File: src/hdl/dpc_pkg.sv
// Purpose: shared constants for the data prefetch control block
// Assumes: 32-bit addresses, 5-bit hint field
// Notes:   hint codes and cache attribute codes live here
package dpc_pkg;
	localparam int ADDR_W = 32;
	localparam int IMM_W = 16;
	localparam int HINT_W = 5;
	localparam int WAY_W = 2;
	localparam logic [4:0] HINT_LOAD = 5'h00;
	localparam logic [4:0] HINT_STORE = 5'h01;
	localparam logic [4:0] HINT_LOAD_STREAMED = 5'h04;
	localparam logic [4:0] HINT_STORE_STREAMED = 5'h05;
	localparam logic [4:0] HINT_LOAD_RETAINED = 5'h06;
	localparam logic [4:0] HINT_STORE_RETAINED = 5'h07;
	localparam logic [4:0] HINT_WB_INVALIDATE = 5'h19;
	localparam logic [4:0] HINT_WHOLE_LINE_WRITE = 5'h1e;
	// access type codes from translation
	localparam logic [2:0] CCA_UNCACHED = 3'h2;
	// fill class placed in the cache with each line
	typedef enum logic [1:0] {
		DPC_FILL_NORMAL,
		DPC_FILL_STREAMED,
		DPC_FILL_RETAINED
	} dpc_fill_e;
endpackage
`default_nettype wire

File: src/hdl/dpc_hint_decode.sv
// Purpose: decode the prefetch usage hint
// Assumes: hint is a plain 5-bit field
// Notes:   purely combinational
`timescale 1ns/1ns
`default_nettype none
module dpc_hint_decode
(
	// hint in
	input  wire logic [4:0] hint,
	// decoded
	output logic            hint_valid,
	output logic            hint_store,
	output dpc_pkg::dpc_fill_e fill_class
);
	always_comb
	begin
		hint_valid = 1'b1;
		hint_store = 1'b0;
		fill_class = dpc_pkg::DPC_FILL_NORMAL;
		unique case (hint)
			dpc_pkg::HINT_LOAD: ; // [RULE10]
			dpc_pkg::HINT_STORE: hint_store = 1'b1; // [RULE10]
			dpc_pkg::HINT_LOAD_STREAMED:
				fill_class = dpc_pkg::DPC_FILL_STREAMED; // [RULE11]
			dpc_pkg::HINT_STORE_STREAMED:
			begin
				hint_store = 1'b1;
				fill_class = dpc_pkg::DPC_FILL_STREAMED; // [RULE11]
			end
			dpc_pkg::HINT_LOAD_RETAINED:
				fill_class = dpc_pkg::DPC_FILL_RETAINED; // [RULE12]
			dpc_pkg::HINT_STORE_RETAINED:
			begin
				hint_store = 1'b1;
				fill_class = dpc_pkg::DPC_FILL_RETAINED; // [RULE12]
			end
			// 25, 30 and every reserved code fall here
			default: hint_valid = 1'b0; // [RULE13] [RULE7]
		endcase
	end
endmodule // dpc_hint_decode
`default_nettype wire

File: src/hdl/dpc_top.sv
// Purpose: prefetch issue and fill control for the data cache
// Assumes: translation and cache lookup answer in the issue cycle
// Notes:   one outstanding read at a time; never stalls the pipe
`timescale 1ns/1ns
`default_nettype none
// Operation
// RULE1: address is base register plus sign-extended 16-bit immediate.
// RULE2: prefetch never changes architectural state.
// RULE3: addressing faults are suppressed and no data moves.
// RULE4: invisible actions such as dirty writeback may still happen.
// RULE5: no memory operation is issued to uncached locations.
// RULE6: bus access type comes from the address translation.
// RULE7: reserved hint, 25, fault, uncached, hit or busy means no-op.
// RULE8: otherwise an external bus read is started.
// RULE9: pipeline never stalls waiting for prefetch data.
// RULE10: hint 0 fetches for load, hint 1 fetches for store.
// RULE11: hints 4 and 5 fill streamed, never evicting retained lines.
// RULE12: hints 6 and 7 fill retained, safe from streamed fills.
// RULE13: hints 2-3, 8-24, 26-31 are treated as no-ops.
// RULE14: prefetch never raises a translation exception.
// RULE15: mapped address prefetches only on a translation hit.
// RULE16: linked load raises only refill, invalid, address, reserved.
// RULE17: returned data goes to the cache line only, never a register.
module dpc_top
#(
	parameter int ADDR_W = dpc_pkg::ADDR_W
)
(
	// clock and reset
	input  wire logic              clk,
	input  wire logic              reset_n,
	// issue from pipeline
	input  wire logic              data_prefetch_instruction_valid,
	input  wire logic [4:0]        data_prefetch_instruction_hint,
	input  wire logic [ADDR_W-1:0] base_value,
	input  wire logic [15:0]       imm_offset,
	// linked load exception inputs
	input  wire logic              ll_valid,
	input  wire logic              ll_tlb_refill,
	input  wire logic              ll_tlb_invalid,
	input  wire logic              ll_addr_error,
	input  wire logic              ll_reserved_instr,
	input  wire logic              ll_bus_error,
	// translation
	output logic [ADDR_W-1:0]      xlat_vaddr,
	input  wire logic              xlat_mapped,
	input  wire logic              xlat_hit,
	input  wire logic              xlat_fault,
	input  wire logic [ADDR_W-1:0] xlat_paddr,
	input  wire logic [2:0]        xlat_cca,
	// cache and load unit state
	input  wire logic              cache_hit,
	input  wire logic              load_outstanding,
	// exception outputs
	output logic                   data_prefetch_instruction_exception,
	output logic                   ll_exception,
	// pipeline
	output logic                   pipe_stall,
	// external bus read
	output logic                   bus_req,
	output logic [ADDR_W-1:0]      bus_addr,
	output logic [2:0]             bus_cca,
	output logic                   bus_for_store,
	input  wire logic              bus_ack,
	input  wire logic              bus_rvalid,
	input  wire logic              bus_rlast,
	input  wire logic [31:0]       bus_rdata,
	// cache fill
	output logic                   fill_we,
	output logic [31:0]            fill_data,
	output logic [ADDR_W-1:0]      fill_addr,
	output dpc_pkg::dpc_fill_e     fill_class,
	output logic                   fill_own,
	output logic                   fill_done,
	output logic                   gpr_we,
	output logic                   data_prefetch_instruction_busy
);
	initial
	begin
		if (ADDR_W < 17)
			$error("address too narrow for the offset");
	end

	typedef enum logic [1:0] {DPC_IDLE, DPC_REQ, DPC_FILL} dpc_state_e;

	logic               hint_valid;
	logic               hint_store;
	dpc_pkg::dpc_fill_e hint_class;
	logic               issue;

	dpc_hint_decode u_hint
	(
		.hint       (data_prefetch_instruction_hint),
		.hint_valid (hint_valid),
		.hint_store (hint_store),
		.fill_class (hint_class)
	);

	// effective address, wraps modulo 2^ADDR_W
	always_comb
		xlat_vaddr = base_value
			+ {{(ADDR_W-16){imm_offset[15]}}, imm_offset}; // [RULE1]

	// faults are swallowed, so only the issue decision sees them
	always_comb
	begin
		issue = data_prefetch_instruction_valid & hint_valid // [RULE7] [RULE13]
			& ~xlat_fault // [RULE3]
			& ~(xlat_mapped & ~xlat_hit) // [RULE15]
			& (xlat_cca != dpc_pkg::CCA_UNCACHED) // [RULE5]
			& ~cache_hit & ~load_outstanding; // [RULE7]
	end

	assign data_prefetch_instruction_exception = 1'b0; // [RULE14] [RULE3] [RULE2]
	assign pipe_stall = 1'b0; // [RULE9]
	assign gpr_we = 1'b0; // [RULE17] [RULE2]
	// a dirty victim writeback is the cache's own business [RULE4]

	// linked load: bus error and others never escape
	assign ll_exception = ll_valid & (ll_tlb_refill | ll_tlb_invalid
		| ll_addr_error | ll_reserved_instr); // [RULE16]

	dpc_state_e          state;
	dpc_state_e          next_state;
	logic [ADDR_W-1:0]   next_bus_addr;
	logic [2:0]          next_bus_cca;
	logic                next_bus_for_store;
	dpc_pkg::dpc_fill_e  next_fill_class;
	logic                next_fill_we;
	logic [31:0]         next_fill_data;
	logic [ADDR_W-1:0]   next_fill_addr;
	logic                next_fill_done;

	always_comb
	begin
		next_state = state;
		next_bus_addr = bus_addr;
		next_bus_cca = bus_cca;
		next_bus_for_store = bus_for_store;
		next_fill_class = fill_class;
		next_fill_we = 1'b0;
		next_fill_data = fill_data;
		next_fill_addr = fill_addr;
		next_fill_done = 1'b0;
		unique case (state)
			DPC_IDLE:
				if (issue)
				begin
					next_state = DPC_REQ; // [RULE8]
					next_bus_addr = xlat_paddr;
					next_bus_cca = xlat_cca; // [RULE6]
					next_bus_for_store = hint_store; // [RULE10]
					next_fill_class = hint_class; // [RULE11] [RULE12]
					next_fill_addr = xlat_paddr;
				end
			DPC_REQ:
				if (bus_ack)
					next_state = DPC_FILL;
			DPC_FILL:
				if (bus_rvalid)
				begin
					next_fill_we = 1'b1; // [RULE17]
					next_fill_data = bus_rdata;
					next_fill_addr = fill_addr + ADDR_W'(4);
					if (bus_rlast)
					begin
						next_fill_done = 1'b1;
						next_state = DPC_IDLE;
					end
				end
		endcase
	end

	// fill_addr already points at the next beat when fill_we is seen,
	// so the cache subtracts one word; no separate beat copy is kept
	always_ff @(posedge clk or negedge reset_n)
	begin
		if (!reset_n)
		begin
			state <= DPC_IDLE;
			bus_addr <= '0;
			bus_cca <= 3'h0;
			bus_for_store <= 1'b0;
			fill_class <= dpc_pkg::DPC_FILL_NORMAL;
			fill_we <= 1'b0;
			fill_data <= 32'h0;
			fill_addr <= '0;
			fill_done <= 1'b0;
		end
		else
		begin
			state <= next_state;
			bus_addr <= next_bus_addr;
			bus_cca <= next_bus_cca;
			bus_for_store <= next_bus_for_store;
			fill_class <= next_fill_class;
			fill_we <= next_fill_we;
			fill_data <= next_fill_data;
			fill_addr <= next_fill_addr;
			fill_done <= next_fill_done;
		end
	end

	assign bus_req = (state == DPC_REQ); // [RULE8]
	assign data_prefetch_instruction_busy = (state != DPC_IDLE);
	// store-intent fills take ownership of the line
	assign fill_own = bus_for_store; // [RULE10]
endmodule // dpc_top
`default_nettype wire

File: config.mk
export PLATFORM = sky130hd
export DESIGN_NAME = dpc_top
export DESIGN_NICKNAME = d
export VERILOG_FILES = /design/src/hdl/dpc_pkg.sv /design/src/hdl/dpc_hint_decode.sv /design/src/hdl/dpc_top.sv
export SDC_FILE = /design/constraint.sdc
export NUM_CORES = 1
export LEC_CHECK = 0
export CELL_PAD_IN_SITES_DETAIL_PLACEMENT = 1
export CELL_PAD_IN_SITES_GLOBAL_PLACEMENT = 2
export CORE_UTILIZATION = 41
export DETAILED_ROUTE_END_ITERATION = 10
export DONT_BUFFER_PORTS = 1
export GPL_TIMING_DRIVEN = 0
export HOLD_SLACK_MARGIN = 0.15
export PLACE_DENSITY_LB_ADDON = 0.3
export SYNTH_ARGS = -nofsm -noshare
export SYNTH_HDL_FRONTEND = slang
export SYNTH_SLANG_ARGS = --single-unit
File: constraint.sdc
create_clock -name clk -period 6.3 [get_ports clk]
set_input_delay 0.945 -clock clk [delete_from_list [all_inputs] [get_ports clk]]
set_output_delay 0.945 -clock clk [all_outputs]
set_load 0.05 [all_outputs]
* After elaboration in Yosys (flattened, before gate mapping)
Cells that the tools add are included.
W data, S select, Z words.
** Cells by class
- Add/subtract/negate cells :: 2
- Eq/ne operators :: 12
- Muxes and demuxes :: 16
- Bitwise gates (word level) :: 16
- Reduce and logical (&&, ||, !) cells :: 12
** Operator list (count)
- $mux W32 :: 2
- $pmux W32 S2 :: 1
- $add A32 B3 Y32 const B :: 1
- $add A32 B32 Y32 :: 1
- $eq A5 B3 Y1 const B :: 4
- $and A1 B1 Y1 :: 8
- $mux W2 :: 4
- $mux W1 :: 7
- $ne A2 B2 Y1 const B :: 3
- $pmux W2 S3 :: 1
- $reduce_or A6 Y1 :: 1
- $eq A5 B1 Y1 const B :: 1
- $logic_not A5 Y1 :: 1
- $not A1 Y1 :: 5
- $pmux W2 S2 :: 1
- $reduce_and A2 Y1 :: 2
- $reduce_and A4 Y1 :: 1
- $reduce_bool A2 Y1 :: 2
- $reduce_or A2 Y1 :: 2
- $ne A3 B2 Y1 const B :: 1
- $or A1 B1 Y1 :: 3
- $reduce_and A3 Y1 :: 1
- $reduce_or A3 Y1 :: 1
- $eq A2 B1 Y1 const B :: 1
- other kinds (3) :: 3
** Word-level totals
- Flip-flop bits (word level) :: 106
- Bits of input ports :: 137
- Output and inout port bits :: 143
- Logic and storage cells :: 67

* Depth between registers and ports, before layout
Gate-level depths: netlist of the first run.
- Word-level depth :: 11
- Depth in mapped cells :: 11
- Depth with buffers taken out :: 11

* By module
Synthesis of the first run repeated with hierarchy kept, for this count alone.
** Unflattened totals
- Cell total of the unflattened synthesis :: 689
- Area, all modules :: 6655.1 sq um
** By module, submodules not included
- dpc_top :: times used 1, cells an instance 682, area each 6607.6 sq um, sequential area each 2652.5 sq um
- dpc_hint_decode :: times used 1, cells an instance 7, area each 47.5 sq um, sequential area each 0.0 sq um

* Worst setup path after synthesis of the first run
Ideal clock, no wire load.
- Kind :: input port to output port
- Start :: in base_value[0]
- End :: out xlat_vaddr[30]
- Arrival time :: 3.366 ns
- Data required time :: 5.355 ns
- Path slack :: 1.989 ns
- Cell stages on the path :: 10
- Path buffers :: 0
- Cell sequence :: ha_1 inv_1 fa_1 nand2b_1 a21oi_1 o21ai_1 a31oi_1 a32oi_1 o21a_1 xnor2_1
** Between the ends
- Word-level cells in the longest chain between the ends :: 1
** RTL lines
- start: declaration :: line dpc_top.sv:35 : input wire logic [ADDR_W-1:0] base_value,
- $add A32 B32 Y32 :: line dpc_top.sv:102 : + {{(ADDR_W-16){imm_offset[15]}}, imm_offset};
- end: declaration :: line dpc_top.sv:45 : output logic [ADDR_W-1:0] xlat_vaddr,
No other way between the ends.

* Final worst setup path of the first run
- Start :: in base_value[0]
- End :: out xlat_vaddr[26]
Same word-level chain as after synthesis.

==> flow_summary.yaml, run 1 <==
place:
  dp_cells: 897
  hpwlAfterDp_mm: 15.77
  port_buffers: 0
  placed_area_mm2: 0.007114
  gp_congestion: 0.8178
floorplanning:
  placement_rows: 46
  die_h_um: 131.1
  dieArea_mm2: 0.01720
  die_x_um: 131.1
  ios: 280
  coreArea_mm2: 0.01606
  start_util_pct: 42.57
clocking:
  ctsResizeCount: 0
  post_cts_buffers: 0
  hold_buffers: 0
  cts_sinks: 106
  clk_pin_slew_ns: 0.08
  clk_latency_ns: 0.35
  cts_root_buf: "clkbuf_16"
  numCtsBuffers: 9
  htreeDepth: 3
  cts_tree: "done"
  cts_buffer_depth: 2
detailed_routing:
  first_pass_iters: 4
  drc: 0
  routed_wl_mm: 20.59
  routed_via_density: 5.859
  vias: 5361
  ant_nets: 0
  drt_iter0_drc: 171
  wire_per_inst_um: 22.50
timing:
  max_freq_mhz: 206.1
  setup_tns_ns: 0
  period_share_pct: 77.00
  fin_crit_ns: 4.851
  drv_slew: 0
  hold_viol: 0
  rsz0062_at_grt: "false"
  slew_headroom_pct: 18.62
  tightest_slew_ns: 1.212
  finClkSkew_ns: 0.01120
  setup_viol: 0
run_status:
  outcome: "completed"
worst_setup_path:
  slowest_stage: "xor2_1"
  cp_cell_sequence: "ha_1 > inv_1 > fa_1 > nand2b_1 > a21oi_1 > o21ai_1 > a31oi_1 > a32oi_1 > a21oi_1 > xor2_1"
  worst-setup-path-type: "in -> out"
  arrival_ns: 3.91
  max_stage_delay_ns: 0.82
  end_kind: "output pin"
  cp.required_ns: 5.35
  critPathTopFamily: "compound AO/OA/AOI/OAI gates"
  worst-path-buf-inv: 1
  path_max_fanout: 4
  path_common_cell: "a21oi_1"
  crit_path_start_kind: "input pin"
global_route:
  grt_pass1_vias: 5816
  grt_pass1_wl_mm: 33.00
  grt_max_degree: 107
  grt.overflow.total: 0
  antenna_found_initial: 2
  grt.total_usage_pct: 24.24
pwr:
  p_int_uw: 1804
  power_switching_share_pct: 56.07
  peakVddDrop_mv: 0.2638
  leakage_uw: 0.003295
  p_per_area_mw_per_mm2: 552.1
  power_switching_uw: 2303
  combinationalPowerShare_pct: 34.4
  seqPwrFrac_pct: 50.7
  clockPowerShare_pct: 14.9
  report.power.total_uw: 4108
yosys:
  synth_edf_count: 0
  syn_area_mm2: 0.006837
  yosysTopAreaCell: "dfrtp_1"
  synthAdderAreaFrac_pct: 6.881
  synth_top_family_by_area: "compound AO/OA/AOI/OAI gates"
  synth_cell_types: 65
  synth.top_cell.area_share_pct: 38.80
  synth-seq-cells: 106
  synth-main-ff-cell: "dfrtp_1"
  async_reset_ff_share_pct: 100.0
  ys_top_cells_by_area: "dfrtp_1, mux2_4, ha_1"
  yosys_warnings: 0
  synth-xor-area-share_pct: 3.587
  synth_compound_area_share_pct: 19.67
  synth_cells: 679
  synthMuxAreaShare_pct: 13.76
  yosys.area_share.simple_pct: 12.57
  seq_area_frac_synth_pct: 38.80
  syn_area_per_cell_um2: 10.07
finish:
  stdcell_area_mm2: 0.007440
  drive_above_1_share_pct: 20.95
  layoutNonFillerInstCount: 915
  syn_to_final_growth_pct: 8.821
  finalNetCount: 866
run:
  cap_violations: 0
min_path:
  hold_class: "in -> async"
-- layout make-up --
class	count	area, µm²
diodes	2	5.005
flip-flops and latches	106	2653
well taps	216	270.3
clock inverters	6	81.33
multi-input cells	517	3872
clock buffers	10	239.0
fillers	1804	8618
inverters	17	63.81
plain buffers	41	255.2
-- state kept, by name, indices dropped and copies added (netlist names) --
name / cells
bus_addr: 32
fill_addr: 32
fill_data: 32
bus_cca: 3
fill_class: 2
state: 2
bus_for_store: 1
fill_done: 1
fill_we: 1
-- path summary, 6_finish.rpt --
kind                                from             end  slack [ns]  cells past startpoint
hold reg to reg                 state[0]        state[0]        0.54                      2
setup reg to reg            fill_addr[2]   fill_addr[18]        3.50                     10
setup / recovery           base_value[0]  xlat_vaddr[26]        1.45                     10
min in group clk                state[0]        state[0]        0.54                      2
hold / removal                   reset_n     bus_addr[8]        0.27                      0
max in group asynchronous        reset_n   fill_data[15]        5.88                      0
-- synthesized netlist by cell type, drive strengths merged (2+ instances only) --
cell type,number
or4b,2
nand3,28
a2bb2oi,10
o22ai,13
mux2,68
o21a,6
nand2,67
xor2,10
a21o,17
clkbuf,18
buf,23
and3,8
nor2,39
nand2b,7
a21oi,78
nor4b,2
xnor2,18
o21ai,43
a31oi,6
inv,17
o31ai,2
dfrtp,106
o211ai,3
a211oi,3
or3,3
mux2i,4
nor2b,2
o21bai,3
ha,36
or2,2
nand4,8
nor3,8
-- placed cells by master, fill, tap and decap left out, types with 4 or more instances in the layout --
| cell | instances |
|---|---|
| nor3_1 | 7 |
| mux2i_1 | 4 |
| ha_1 | 36 |
| inv_1 | 17 |
| nor2_1 | 37 |
| nand2b_1 | 7 |
| nand2_1 | 67 |
| o21ai_0 | 31 |
| mux2_4 | 36 |
| clkbuf_16 | 9 |
| mux2_2 | 32 |
| a2bb2oi_2 | 7 |
| xnor2_1 | 18 |
| o22ai_1 | 13 |
| buf_4 | 6 |
| and3_1 | 8 |
| a21oi_1 | 52 |
| clkbuf_1 | 16 |
| buf_6 | 8 |
| buf_1 | 4 |
| inv_6 | 4 |
| a21oi_2 | 26 |
| dfrtp_1 | 106 |
| a21o_1 | 17 |
| buf_2 | 4 |
| xor2_1 | 10 |
| o21a_1 | 6 |
| o21ai_1 | 11 |
| nand4_1 | 7 |
| a31oi_1 | 5 |
| nand3_1 | 28 |
-- power by group through the flow --
stage	Combinational, µW	Sequential, µW	Clock (µW)
2_1_floorplan	1170	1990	0
3_3_place_gp	1360	2090	0
3_5_place_dp	1410	2090	0
4_1_cts	1430	2090	624
5_1_grt	1540	2120	648
6_report	1410	2080	612
-- routing by layer --
layer | global-route usage [%] | part of all wire (%)
met5 | 0 | 0
met4 | 7.647 | 2.0
met3 | 7.870 | 7.9
met2 | 41.52 | 50
met1 | 28.59 | 40
-- stage by stage --
step	hold WS (ns)	worst slack, ns	util [%]
after floorplan	0.4832	1.989	-
after global placement	0.5062	1.503	44.30
after detailed placement	0.5259	1.453	44.30
after CTS	0.2662	1.436	46.30
after global routing	0.2558	1.291	46.33
final	0.2733	1.449	46.33
-- cell families after synthesis --
logic type,Yosys count
compound gates,196
buf+inv,58
fa+ha+maj,37
xor+xnor,28
flops,106
simple gates,181
mux,72
other cells,1
Power figures use the tool's default switching activity.
==> inputs of run 2 (changes only) <==
--- a/config.mk
+++ b/config.mk
@@ -7,7 +7,7 @@
 export LEC_CHECK = 0
 export CELL_PAD_IN_SITES_DETAIL_PLACEMENT = 1
 export CELL_PAD_IN_SITES_GLOBAL_PLACEMENT = 2
-export CORE_UTILIZATION = 41
+export CORE_UTILIZATION = 34
 export DETAILED_ROUTE_END_ITERATION = 10
 export DONT_BUFFER_PORTS = 1
 export GPL_TIMING_DRIVEN = 0
==> constraint.sdc (replaced) <==
create_clock -name clk -period 4.15 [get_ports clk]
set_input_delay 0.6225 -clock clk [delete_from_list [all_inputs] [get_ports clk]]
set_output_delay 0.6225 -clock clk [all_outputs]
set_load 0.05 [all_outputs]
==> run 2 against run 1 <==
Net effect: via count is 0.60% lower; sequential power up 52%; design area increased by 0.96%; wire length shrank 2.4%; critical path type unchanged.
==> flow_summary.yaml, run 2 (synthesized netlist as in run 1, its figures left out) <==
run_status:
  outcome: "completed"
global_route:
  grt.total_usage_pct: 19.62
  grt.overflow.total: 0
  antenna_found_initial: 0
  grt_max_degree: 107
  grt_pass1_vias: 5632
  grt_pass1_wl_mm: 31.17
floorplanning:
  die_h_um: 143.8
  ios: 280
  placement_rows: 51
  coreArea_mm2: 0.01959
  start_util_pct: 34.90
  die_x_um: 143.8
  dieArea_mm2: 0.02068
timing:
  tightest_slew_ns: 1.158
  drv_slew: 0
  hold_viol: 0
  finClkSkew_ns: 0.01169
  fin_crit_ns: 3.890
  max_freq_mhz: 257.1
  rsz0062_at_grt: "false"
  setup_viol: 0
  slew_headroom_pct: 22.24
  period_share_pct: 93.73
worst_setup_path:
  critPathTopFamily: "compound AO/OA/AOI/OAI gates"
  worst-setup-path-type: "in -> out"
  ff2ff_setup_slack_ns: 1.31
  slowest_stage: "xnor2_1"
  cp.required_ns: 3.53
  arrival_ns: 3.27
  end_kind: "output pin"
  max_stage_delay_ns: 0.88
  worst-path-buf-inv: 0
  cp_cell_sequence: "ha_1 > nand2_1 > nor3_2 > nor3b_1 > o31a_1 > a31oi_4 > a21o_1 > a31oi_1 > xnor2_1"
  path_max_fanout: 5
  crit_path_start_kind: "input pin"
pwr:
  power_switching_uw: 3500
  p_per_area_mw_per_mm2: 820.5
  combinationalPowerShare_pct: 34.9
  power_switching_share_pct: 56.79
  peakVddDrop_mv: 0.4435
  p_int_uw: 2663
  leakage_uw: 0.003292
  clockPowerShare_pct: 13.7
  seqPwrFrac_pct: 51.5
finish:
  top_regs: "bus_addr (32), fill_addr (32), fill_data (32)"
  finalNetCount: 867
  multi_input_area_mm2: 0.003894
  layoutNonFillerInstCount: 963
  drive_above_1_share_pct: 21.49
  final-seq-area_mm2: 0.002653
  syn_to_final_growth_pct: 9.865
  layout_common_cells: "dfrtp_1, nand2_1, a21oi_1"
  stdcell_area_mm2: 0.007511
  fillers: 2252
  num_antenna_cells: 0
  final_common_cell: "dfrtp_1"
  utilization_pct: 38.34
clocking:
  clk_latency_ns: 0.35
  cts_tree: "done"
  cts_root_buf: "clkbuf_16"
  post_cts_buffers: 0
  cts_buffer_depth: 2
  htreeDepth: 3
  clk_pin_slew_ns: 0.08
  cts_sinks: 106
  numCtsBuffers: 9
place:
  gp_congestion: 0.8403
  placed_area_mm2: 0.007176
  hpwlAfterDp_mm: 15.66
  dp_cells: 946
  port_buffers: 0
detailed_routing:
  first_pass_iters: 4
  routed_wl_mm: 20.10
  wire_per_inst_um: 20.87
  drt_iter0_drc: 134
  ant_nets: 0
  drc: 0
  vias: 5329
  routed_via_density: 5.534
run:
  cap_violations: 0
min_path:
  hold_class: "in -> async"
==> run 2: stage by stage <==
| stage | setup slack (ns) | setup TNS [ns] | hold WS [ns] | total power [µW] |
|---|---|---|---|---|
| floorplan | 0.4836 | 0 | 0.3269 | 4792 |
| global placement | -0.1057 | -0.1430 | 0.3303 | 5251 |
| detailed placement | -0.1688 | -0.2651 | 0.3302 | 5333 |
| CTS | 0.04454 | 0 | 0.2315 | 6223 |
| global route | 0.09311 | 0 | 0.2415 | 6500 |
| finish | 0.2601 | 0 | 0.2095 | 6163 |
==> run 2: area by class of cell <==
| cell class | instances | share of cell area (%) |
|---|---|---|
| plain buffers | 41 | 3.398 |
| clock buffers | 9 | 2.999 |
| clock inverters | 7 | 0.8163 |
| inverters | 17 | 0.8496 |
| multi-input cells | 517 | 51.84 |
| flip-flops and latches | 106 | 35.32 |
| well taps | 265 | 4.414 |
| repair buffers | 1 | 0.3665 |
==> run 2: worst paths after layout <==
| kind | startpoint | end | cells after the start |
|---|---|---|---|
| worst min register to register | state[0] | state[0] | 2 |
| worst min-delay path | reset_n | fill_addr[25] | 1 |
| worst max-delay path | base_value[4] | xlat_vaddr[27] | 9 |
| max in group asynchronous | reset_n | fill_we | 1 |
| min in group clk | data_prefetch_instruction_hint[1] | fill_class[0] | 1 |
| worst max register to register | fill_addr[2] | fill_addr[24] | 9 |
==> run 2: per-layer routing <==
| metal | track usage (%) | up-vias | part of all wire (%) |
|---|---|---|---|
| met4 | 6.383 | 0 | 2.2 |
| met2 | 33.47 | 189 | 49 |
| met5 | 0 | - | 0 |
| met3 | 6.198 | 30 | 7.7 |
| li1 | - | 2458 | - |
| met1 | 23.28 | 2652 | 41 |
==> run 2: timing repair <==
| item | CTS | global route |
|---|---|---|
| hold buffers | 1 | 0 |
| setup endpoints to repair | 2 | 3 |
| endpoints found under the hold margin | 106 | 0 |
| gates resized for setup | 2 | 1 |
==> run 2: power groups by stage <==
stage	Combinational, µW	Clock, µW	Sequential, µW
after floorplan	1770	0	3020
after global placement	2070	0	3180
after detailed placement	2140	0	3190
after CTS	2170	875	3180
after global routing	2360	915	3230
final	2150	841	3170
